===== config.mk =====
export PLATFORM = sky130hd
export DESIGN_NAME = pm_free_running_timer
export DESIGN_NICKNAME = d
export VERILOG_FILES = /design/src/include/pm_timer_pkg.sv /design/src/pm_free_running_timer.sv
export SDC_FILE = /design/constraint.sdc
export NUM_CORES = 1
export LEC_CHECK = 0
export BUFFER_PORTS_ARGS = -buffer_cell sky130_fd_sc_hd__buf_2
export CORE_MARGIN = 4
export CORE_UTILIZATION = 47
export DETAILED_ROUTE_END_ITERATION = 8
export GPL_TIMING_DRIVEN = 0
export PLACE_DENSITY = 0.77
export SETUP_SLACK_MARGIN = 0.4
export SLEW_MARGIN = 20
export SYNTH_ARGS = -nofsm -noshare
export SYNTH_HDL_FRONTEND = slang
export SYNTH_SLANG_ARGS = --single-unit

===== constraint.sdc =====
create_clock -name clk_sys -period 2.5 [get_ports clk_sys]
set_clock_uncertainty 0.05 [all_clocks]
set_input_delay 0.125 -clock clk_sys [delete_from_list [all_inputs] [get_ports clk_sys]]
set_output_delay 0.125 -clock clk_sys [all_outputs]
set_load 0.005 [all_outputs]

===== src/include/pm_timer_pkg.sv =====
// Package with constants and carrier types for the power management timer
package pm_timer_pkg;
    localparam int COUNT_W = 24;
    localparam logic [COUNT_W-1:0] COUNT_RESET = 24'h000000;
    localparam logic [COUNT_W-1:0] COUNT_ONE = 24'h000001;
    localparam int CARRY_BIT = 23;
    localparam int ADDR_W = 16;
    localparam int OFS_W = 4;
    // Byte offsets of the count registers from the base
    localparam logic [OFS_W-1:0] OFS_COUNT_LOW = 4'h8;
    localparam logic [OFS_W-1:0] OFS_COUNT_MID = 4'h9;
    localparam logic [OFS_W-1:0] OFS_COUNT_HIGH = 4'ha;
    localparam logic [7:0] BYTE_ZERO = 8'h00;
    localparam logic [ADDR_W-1:0] BASE_RESET = 16'h0000;

    // One host I/O access, presented for one cycle
    typedef struct packed {
        logic rd;
        logic wr;
        logic [ADDR_W-1:0] addr;
        logic [7:0] wdata;
    } io_req_s;

    // Interrupt routing controls coming from the power management block
    typedef struct packed {
        logic timer_event_enable;
        logic sci_route_select;
        logic smi_enable;
    } pm_route_s;

    // Registered view of the timer for the rest of the device
    typedef struct packed {
        logic [COUNT_W-1:0] timer_count_value;
        logic timer_carry_status;
    } timer_state_s;
endpackage


===== src/pm_free_running_timer.sv =====
// Free running 24-bit power management timer with byte read port
`timescale 1ns/1ps

module pm_free_running_timer
    import pm_timer_pkg::*;
(
    input wire logic clk_sys,
    input wire logic rstn,
    input wire logic master_reset,
    input wire logic input_clock_pin,
    input wire logic working_state,
    input wire logic [ADDR_W-1:0] pm_base_config,
    input wire io_req_s io_req,
    input wire pm_route_s pm_route,
    input wire logic timer_carry_status_clear,
    output logic [7:0] io_rdata,
    output logic io_rvalid,
    output timer_state_s timer_state,
    output logic sci_request,
    output logic smi_request
);

    // Hit test of one timer byte relative to the configured base
    function automatic logic hit(input logic [ADDR_W-1:0] addr,
                                 input logic [ADDR_W-1:0] base,
                                 input logic [OFS_W-1:0] ofs);
        logic [ADDR_W-1:0] target;
        target = base + {{(ADDR_W-OFS_W){1'b0}}, ofs};
        return addr == target;
    endfunction

    // Pin sampling chain; the seen flags mark stages that hold
    // a real pin sample rather than their reset value, since the
    // pin may idle at either level while the timing clock is stopped
    logic sync1_ff, nxt_sync1;
    logic sync2_ff, nxt_sync2;
    logic sync3_ff, nxt_sync3;
    logic seen1_ff, nxt_seen1;
    logic seen2_ff, nxt_seen2;
    logic seen3_ff, nxt_seen3;

    // Count and carry status state
    logic [COUNT_W-1:0] count_ff, nxt_count;
    logic status_ff, nxt_status;

    // Registered read answer
    logic [7:0] rdata_ff, nxt_rdata;
    logic rvalid_ff, nxt_rvalid;

    // Registered interrupt pulses
    logic sci_ff, nxt_sci;
    logic smi_ff, nxt_smi;

    // Decoded strobes shared between the groups
    logic pin_rise;
    logic tick;
    logic carry_flip;
    logic status_set;
    logic status_clear;
    logic raise;
    logic hit_low, hit_mid, hit_high;
    logic hit_any;

    // Next values of the pin chain; only the second stage reads the first
    always_comb begin
        nxt_sync1 = input_clock_pin;
        nxt_sync2 = sync1_ff;
        nxt_sync3 = sync2_ff;
        nxt_seen1 = 1'b1;
        nxt_seen2 = seen1_ff;
        nxt_seen3 = seen2_ff;
    end

    // Pin chain registers; reset empties the seen flags
    always_ff @(posedge clk_sys) begin
        if (!rstn) begin
            sync1_ff <= 1'b0;
            sync2_ff <= 1'b0;
            sync3_ff <= 1'b0;
            seen1_ff <= 1'b0;
            seen2_ff <= 1'b0;
            seen3_ff <= 1'b0;
        end else begin
            sync1_ff <= nxt_sync1;
            sync2_ff <= nxt_sync2;
            sync3_ff <= nxt_sync3;
            seen1_ff <= nxt_seen1;
            seen2_ff <= nxt_seen2;
            seen3_ff <= nxt_seen3;
        end
    end

    // Rising pin edge, taken only once all three stages hold real
    // samples: a pin idling high at reset would otherwise look like
    // an edge and add a false count
    assign pin_rise = sync2_ff & ~sync3_ff & seen3_ff;

    // No edge means no step, so a stopped pin freezes the count.
    // Pin phases shorter than one system cycle may be missed.
    assign tick = pin_rise & working_state;

    // Count next value; master reset wins over a step
    always_comb begin
        nxt_count = count_ff;
        if (master_reset) begin
            nxt_count = COUNT_RESET;
        end else if (tick) begin
            nxt_count = count_ff + COUNT_ONE;
        end
    end

    // Count register; wraps from all ones back to zero
    always_ff @(posedge clk_sys) begin
        if (!rstn) begin
            count_ff <= COUNT_RESET;
        end else begin
            count_ff <= nxt_count;
        end
    end

    // Bit 23 change in either direction, seen one cycle early
    assign carry_flip = nxt_count[CARRY_BIT] ^ count_ff[CARRY_BIT];

    // Set and clear requests of the status flag; a master reset that
    // drops bit 23 is not a flip that sets the flag
    assign status_set = carry_flip & ~master_reset;
    assign status_clear = timer_carry_status_clear | master_reset;

    // Set beats clear so a flip in the clear cycle is kept
    always_comb begin
        nxt_status = status_ff;
        if (status_set) begin
            nxt_status = 1'b1;
        end else if (status_clear) begin
            nxt_status = 1'b0;
        end
    end

    // Status register; logic outside reads and clears it
    always_ff @(posedge clk_sys) begin
        if (!rstn) begin
            status_ff <= 1'b0;
        end else begin
            status_ff <= nxt_status;
        end
    end

    // One pulse per setting of the flag, not a level on the flag, so
    // the status logic outside decides how long an interrupt stays
    always_comb begin
        raise = status_set & pm_route.timer_event_enable;
        nxt_sci = raise & pm_route.sci_route_select;
        nxt_smi = raise & ~pm_route.sci_route_select
                  & pm_route.smi_enable;
    end

    // Interrupt pulse registers; each pulse lasts one cycle
    always_ff @(posedge clk_sys) begin
        if (!rstn) begin
            sci_ff <= 1'b0;
            smi_ff <= 1'b0;
        end else begin
            sci_ff <= nxt_sci;
            smi_ff <= nxt_smi;
        end
    end

    // Full 16-bit compare of base plus offset; the sum wraps, so a
    // base near the top of I/O space places the bytes near zero
    assign hit_low = hit(io_req.addr, pm_base_config, OFS_COUNT_LOW);
    assign hit_mid = hit(io_req.addr, pm_base_config, OFS_COUNT_MID);
    assign hit_high = hit(io_req.addr, pm_base_config, OFS_COUNT_HIGH);
    assign hit_any = hit_low | hit_mid | hit_high;

    // Read mux on the live count; bytes are not latched together,
    // so software reading across a carry may see a torn value
    always_comb begin
        nxt_rdata = BYTE_ZERO;
        nxt_rvalid = 1'b0;
        if (io_req.rd) begin
            if (hit_low) begin
                nxt_rdata = count_ff[7:0];
            end else if (hit_mid) begin
                nxt_rdata = count_ff[15:8];
            end else if (hit_high) begin
                nxt_rdata = count_ff[23:16];
            end
            nxt_rvalid = hit_any;
        end
        // Writes have no path into any state
    end

    // Read answer registers; data falls back to zero after one cycle
    always_ff @(posedge clk_sys) begin
        if (!rstn) begin
            rdata_ff <= BYTE_ZERO;
            rvalid_ff <= 1'b0;
        end else begin
            rdata_ff <= nxt_rdata;
            rvalid_ff <= nxt_rvalid;
        end
    end

    // Outputs straight from flip-flops, so the rest of the device
    // never sees a glitch from the decode or the adder
    assign io_rdata = rdata_ff;
    assign io_rvalid = rvalid_ff;
    assign timer_state.timer_count_value = count_ff;
    assign timer_state.timer_carry_status = status_ff;
    assign sci_request = sci_ff;
    assign smi_request = smi_ff;

endmodule


==> reports/results.env <==
SYNTH_AREA_UM2=2900
TIMING.MAX_SLEW.REL_SLACK_PCT=63.0
WORSTSKEWPAIRLATENCY_NS=0.30
POSTSYNTHNETCOUNT=403
CLOCK_TREE_FROM_TRITONCTS='yes'
PROPORTION_OF_LAYOUT_CELLS_WITH_A_DRIVE_SUFFIX_ABOVE_1_PCT=34.1
SYNTHESIZED_AREA_DIVIDED_BY_SYNTHESIZED_CELL_COUNT_UM2=8.38
SYNTH_TOP_CELL_BY_AREA='dfxtp_1'
GRT_ANTENNA_BEFORE_REPAIR=0
GLOBALROUTE.TOTALOVERFLOW=0
SYNTH.DISTINCT_CELLS=60
RSZ0062_AT_GRT='true'
YOSYS_WARNINGS=0
CTS_INSERTED_BUFFERS=5
N_DIODES=0
SYNTHDOMINANTCELLAREASHARE_PCT=29.0
FILLERINSTANCES=507
MAX_STAGE_DELAY_NS=0.61
HOLD_VIOL_FINAL=0
NUMBER_OF_FLIP_FLOPS_UNDER_THE_LARGEST_REGISTER_NAME=24
GR_UTIL_ALL_LAYERS_PCT=21.0
GRT_START_MAX_NET_PINS=14
TIGHTEST_SLEW_NS=0.551
FIRST_PASS_GRT_WIRE_LENGTH_UM=12700
FRACTION_OF_THE_CYCLE_THE_FINAL_WORST_PATH_NEEDS_PCT=84.7
DETAIL_ROUTE.FIRST_PASS.ITERATIONS=5
FINALHOLDWORSTSLACK_NS=0.00542
NETLIST_TOP_CELLS_AREA='dfxtp_1, xnor2_1, xor2_1'
CORE.ROWCOUNT=28
CAP_VIOL_MAX_COUNT=0
SETUP_VIOLATIONS=0
SEQUENTIAL_CELL_AREA_UM2=845
INITIAL_CORE_UTIL_PCT=48.7
DIE-HEIGHT_UM=86.5
ROUTE.ANTENNA.REMAINING_NETS=0
GLOBALPLACE.CONGESTION=0.946
SYNTH_EDF_COUNT=0
WORST-SETUP-PATH-TYPE='input port to flip-flop'
TIMING.CRITICAL_PATH.TO_TYPE='flip-flop'
REPORT.FINAL.SLEW_VIOL_COUNT=0
CLKTRANSATPATHREGS_NS=0.08
POST_DRT_WL_PER_CELL_UM=15.7
CELLPOWERDENSITY_nW_PER_UM2=400
ASYNCSETRESETFLOPFRACSYNTH_PCT=0
YS.FLOP_TYPE='dfxtp_1'
MULTI_INPUT_COMB_AREA_UM2=2110
PATH_COMMON_CELL='buf_2'
NUMBER_OF_GLOBAL_ROUTE_VIAS_BEFORE_REPAIR=2628
ROUTE.VIAS.TOTAL=2989
CLOCK_SINK_COUNT=42
TIMING.SETUP.TNS_NS=0
OUTCOME='complete, no violations'
CRITICAL_PATH.CELL_CHAIN='buf_2 -> buf_2 -> nand2_1 -> or4_2 -> o21a_1 -> or4_4 -> buf_6 -> o221ai_1 -> o211a_1'
DESIGN.FINAL.NETS=499
IRDROPWORSTVDD_uV=413
CRITPATHREQUIREDTIME_NS=2.70
CLOCK_PATH_BUFFERS=2
REMAINING_DRC_ERRORS=0
CRITPATHLAUNCHTYPE='input port'
FMAXACHIEVABLE_MHz=472
HTREE_LEVELS=2
POST_DRT_VIA_CELL_RATIO=5.77
ARRIVAL_NS=2.31
WORST_MIN_PATH_CLASS='input port to flip-flop'
DETAILEDPLACEMENTHPWL_UM=6040
MAX_FLOP_REGISTER='count_ff'
SLOWEST_STAGE='or4_2'
PORT-BUFFER-COUNT=73
CELLLEAKAGEPOWER_nW=1.56
DRT_WL_TOTAL_UM=8130
SYN-INSTANCE-COUNT=346
SYNTH_SEQ_CELLS=42
PLACEABLE_CORE_REGION_UM2=5960
IO_PINS=87
DIE_W_UM=86.5
CTS-ROOT-BUF='clkbuf_8'
DRT_ITER0_MARKERS=235
POST-ROUTE-MIN-PERIOD_NS=2.12
YS_SEQ_AREA_SHARE_PCT=29.0
CRITICAL_PATH.MAX_FANOUT=10
FP.DIEAREA_UM2=7490
SYNTHTOLAYOUTAREAGROWTH_PCT=31.7
## synth_stat cells (2+ instances only)
master,number
a211oi_1,2
nand2_1,30
and3_1,6
mux2i_1,3
a2111oi_0,2
nor3b_1,3
o31ai_1,3
or3_1,3
nor2b_1,3
xor2_1,27
o21ai_0,5
o2111ai_1,2
clkbuf_1,4
or2_2,2
nand4_1,11
o221ai_1,4
buf_6,4
o21a_1,5
nand2b_1,4
buf_4,3
nor2_1,35
dfxtp_1,42
o22ai_1,4
o32ai_1,2
a21oi_1,10
nor3_1,16
nor4_2,2
and4_1,2
xnor2_1,31
a221o_1,4
o211a_1,6
ha_1,6
nand3_1,18
a31oi_1,3
nor4_1,4
inv_1,6
and2_1,6
## worst max-delay path: cells and delay by family
family | cells | cell delay (ns)
and+or+nand+nor | 3 | 1.33
AOI/OAI and AO/OA | 3 | 0.39
buffers and inverters | 3 | 0.45
## power by group
group	total (mW)	internal (mW)	switching, mW
Clock	0.528	0.294	0.235
Combinational	0.324	0.142	0.183
Sequential	0.673	0.672	0.00107
Total	1.53	1.11	0.418
## cells by family (layout without fill, tap and decap cells)
logic type | after synthesis | in the layout | share of synthesized area, %
mux | 3 | 3 | 1.04
flops | 42 | 42 | 29.0
buf+inv | 21 | 118 | 4.75
fa+ha+maj | 6 | 6 | 2.59
xor+xnor | 59 | 59 | 18.1
simple gates | 155 | 155 | 28.7
compound gates | 60 | 60 | 15.9
## metrics by stage
| step | setup slack [ns] | instance area, µm² | power, mW | std cells | util (%) |
|---|---|---|---|---|---|
| after floorplan | 0.302 | 2940 | 0.884 | 346 | - |
| after global placement | -0.00169 | 3400 | 0.965 | 494 | 57.0 |
| after detailed placement | -0.0721 | 3400 | 0.974 | 494 | 57.0 |
| after CTS | 0.333 | 3670 | 1.51 | 510 | 61.6 |
| after global routing | 0.318 | 3820 | 1.58 | 518 | 64.1 |
| final | 0.382 | 3820 | 1.53 | 518 | 64.1 |
## path summary, 6_finish.rpt
kind	depth (start not counted)	from	end	slack (ns)
worst min register to register	1	nxt_seen3	seen3_ff	0.39
worst max register to register	9	sync3_ff	smi_request	0.54
worst max-delay path	9	pm_base_config[7]	io_rdata[1]	0.38
worst min-delay path	1	rstn	nxt_seen2	0.005
## routing by layer
layer	up-vias	global-route usage, %	wire, µm
met1	1387	30.1	3680
met5	-	0	0
li1	1443	-	-
met4	0	6.52	150
met2	137	31.6	3690
met3	22	4.47	613
## cell usage in the layout, fill, tap and decap left out, drive strengths merged, types with 4 or more instances in the layout
| master | n |
|---|---|
| and3 | 7 |
| nand2b | 4 |
| o21a | 5 |
| nand3 | 19 |
| dfxtp | 42 |
| and2 | 6 |
| xor2 | 28 |
| nor3b | 4 |
| nand4 | 12 |
| xnor2 | 31 |
| o211a | 6 |
| buf | 95 |
| nor3 | 17 |
| clkbuf | 11 |
| inv | 6 |
| nand2 | 30 |
| nor2 | 35 |
| a21oi | 10 |
| o221ai | 4 |
| o22ai | 4 |
| a221o | 4 |
| nor4 | 6 |
| o21ai | 5 |
| ha | 6 |
## repair_timing
action                                  in CTS  in global routing
resized for setup                           22                 23
gates cloned                                 1                  0
pin swaps                                   10                  7
hold endpoints to repair                     3                  0
endpoints found under the setup margin      13                 18
buffers inserted                             5                  8
hold buffers                                 2                  0
## layout make-up
class	instances	share of cell area (%)
sequential	42	22.1
inverter	6	0.656
buffer	15	3.38
clock buffer	5	1.80
multi-input combinational	283	55.2
tap	75	2.46
clock inverter	3	1.05
timing repair buffer	89	13.3
No activity file was read; power rests on OpenSTA's default activity.
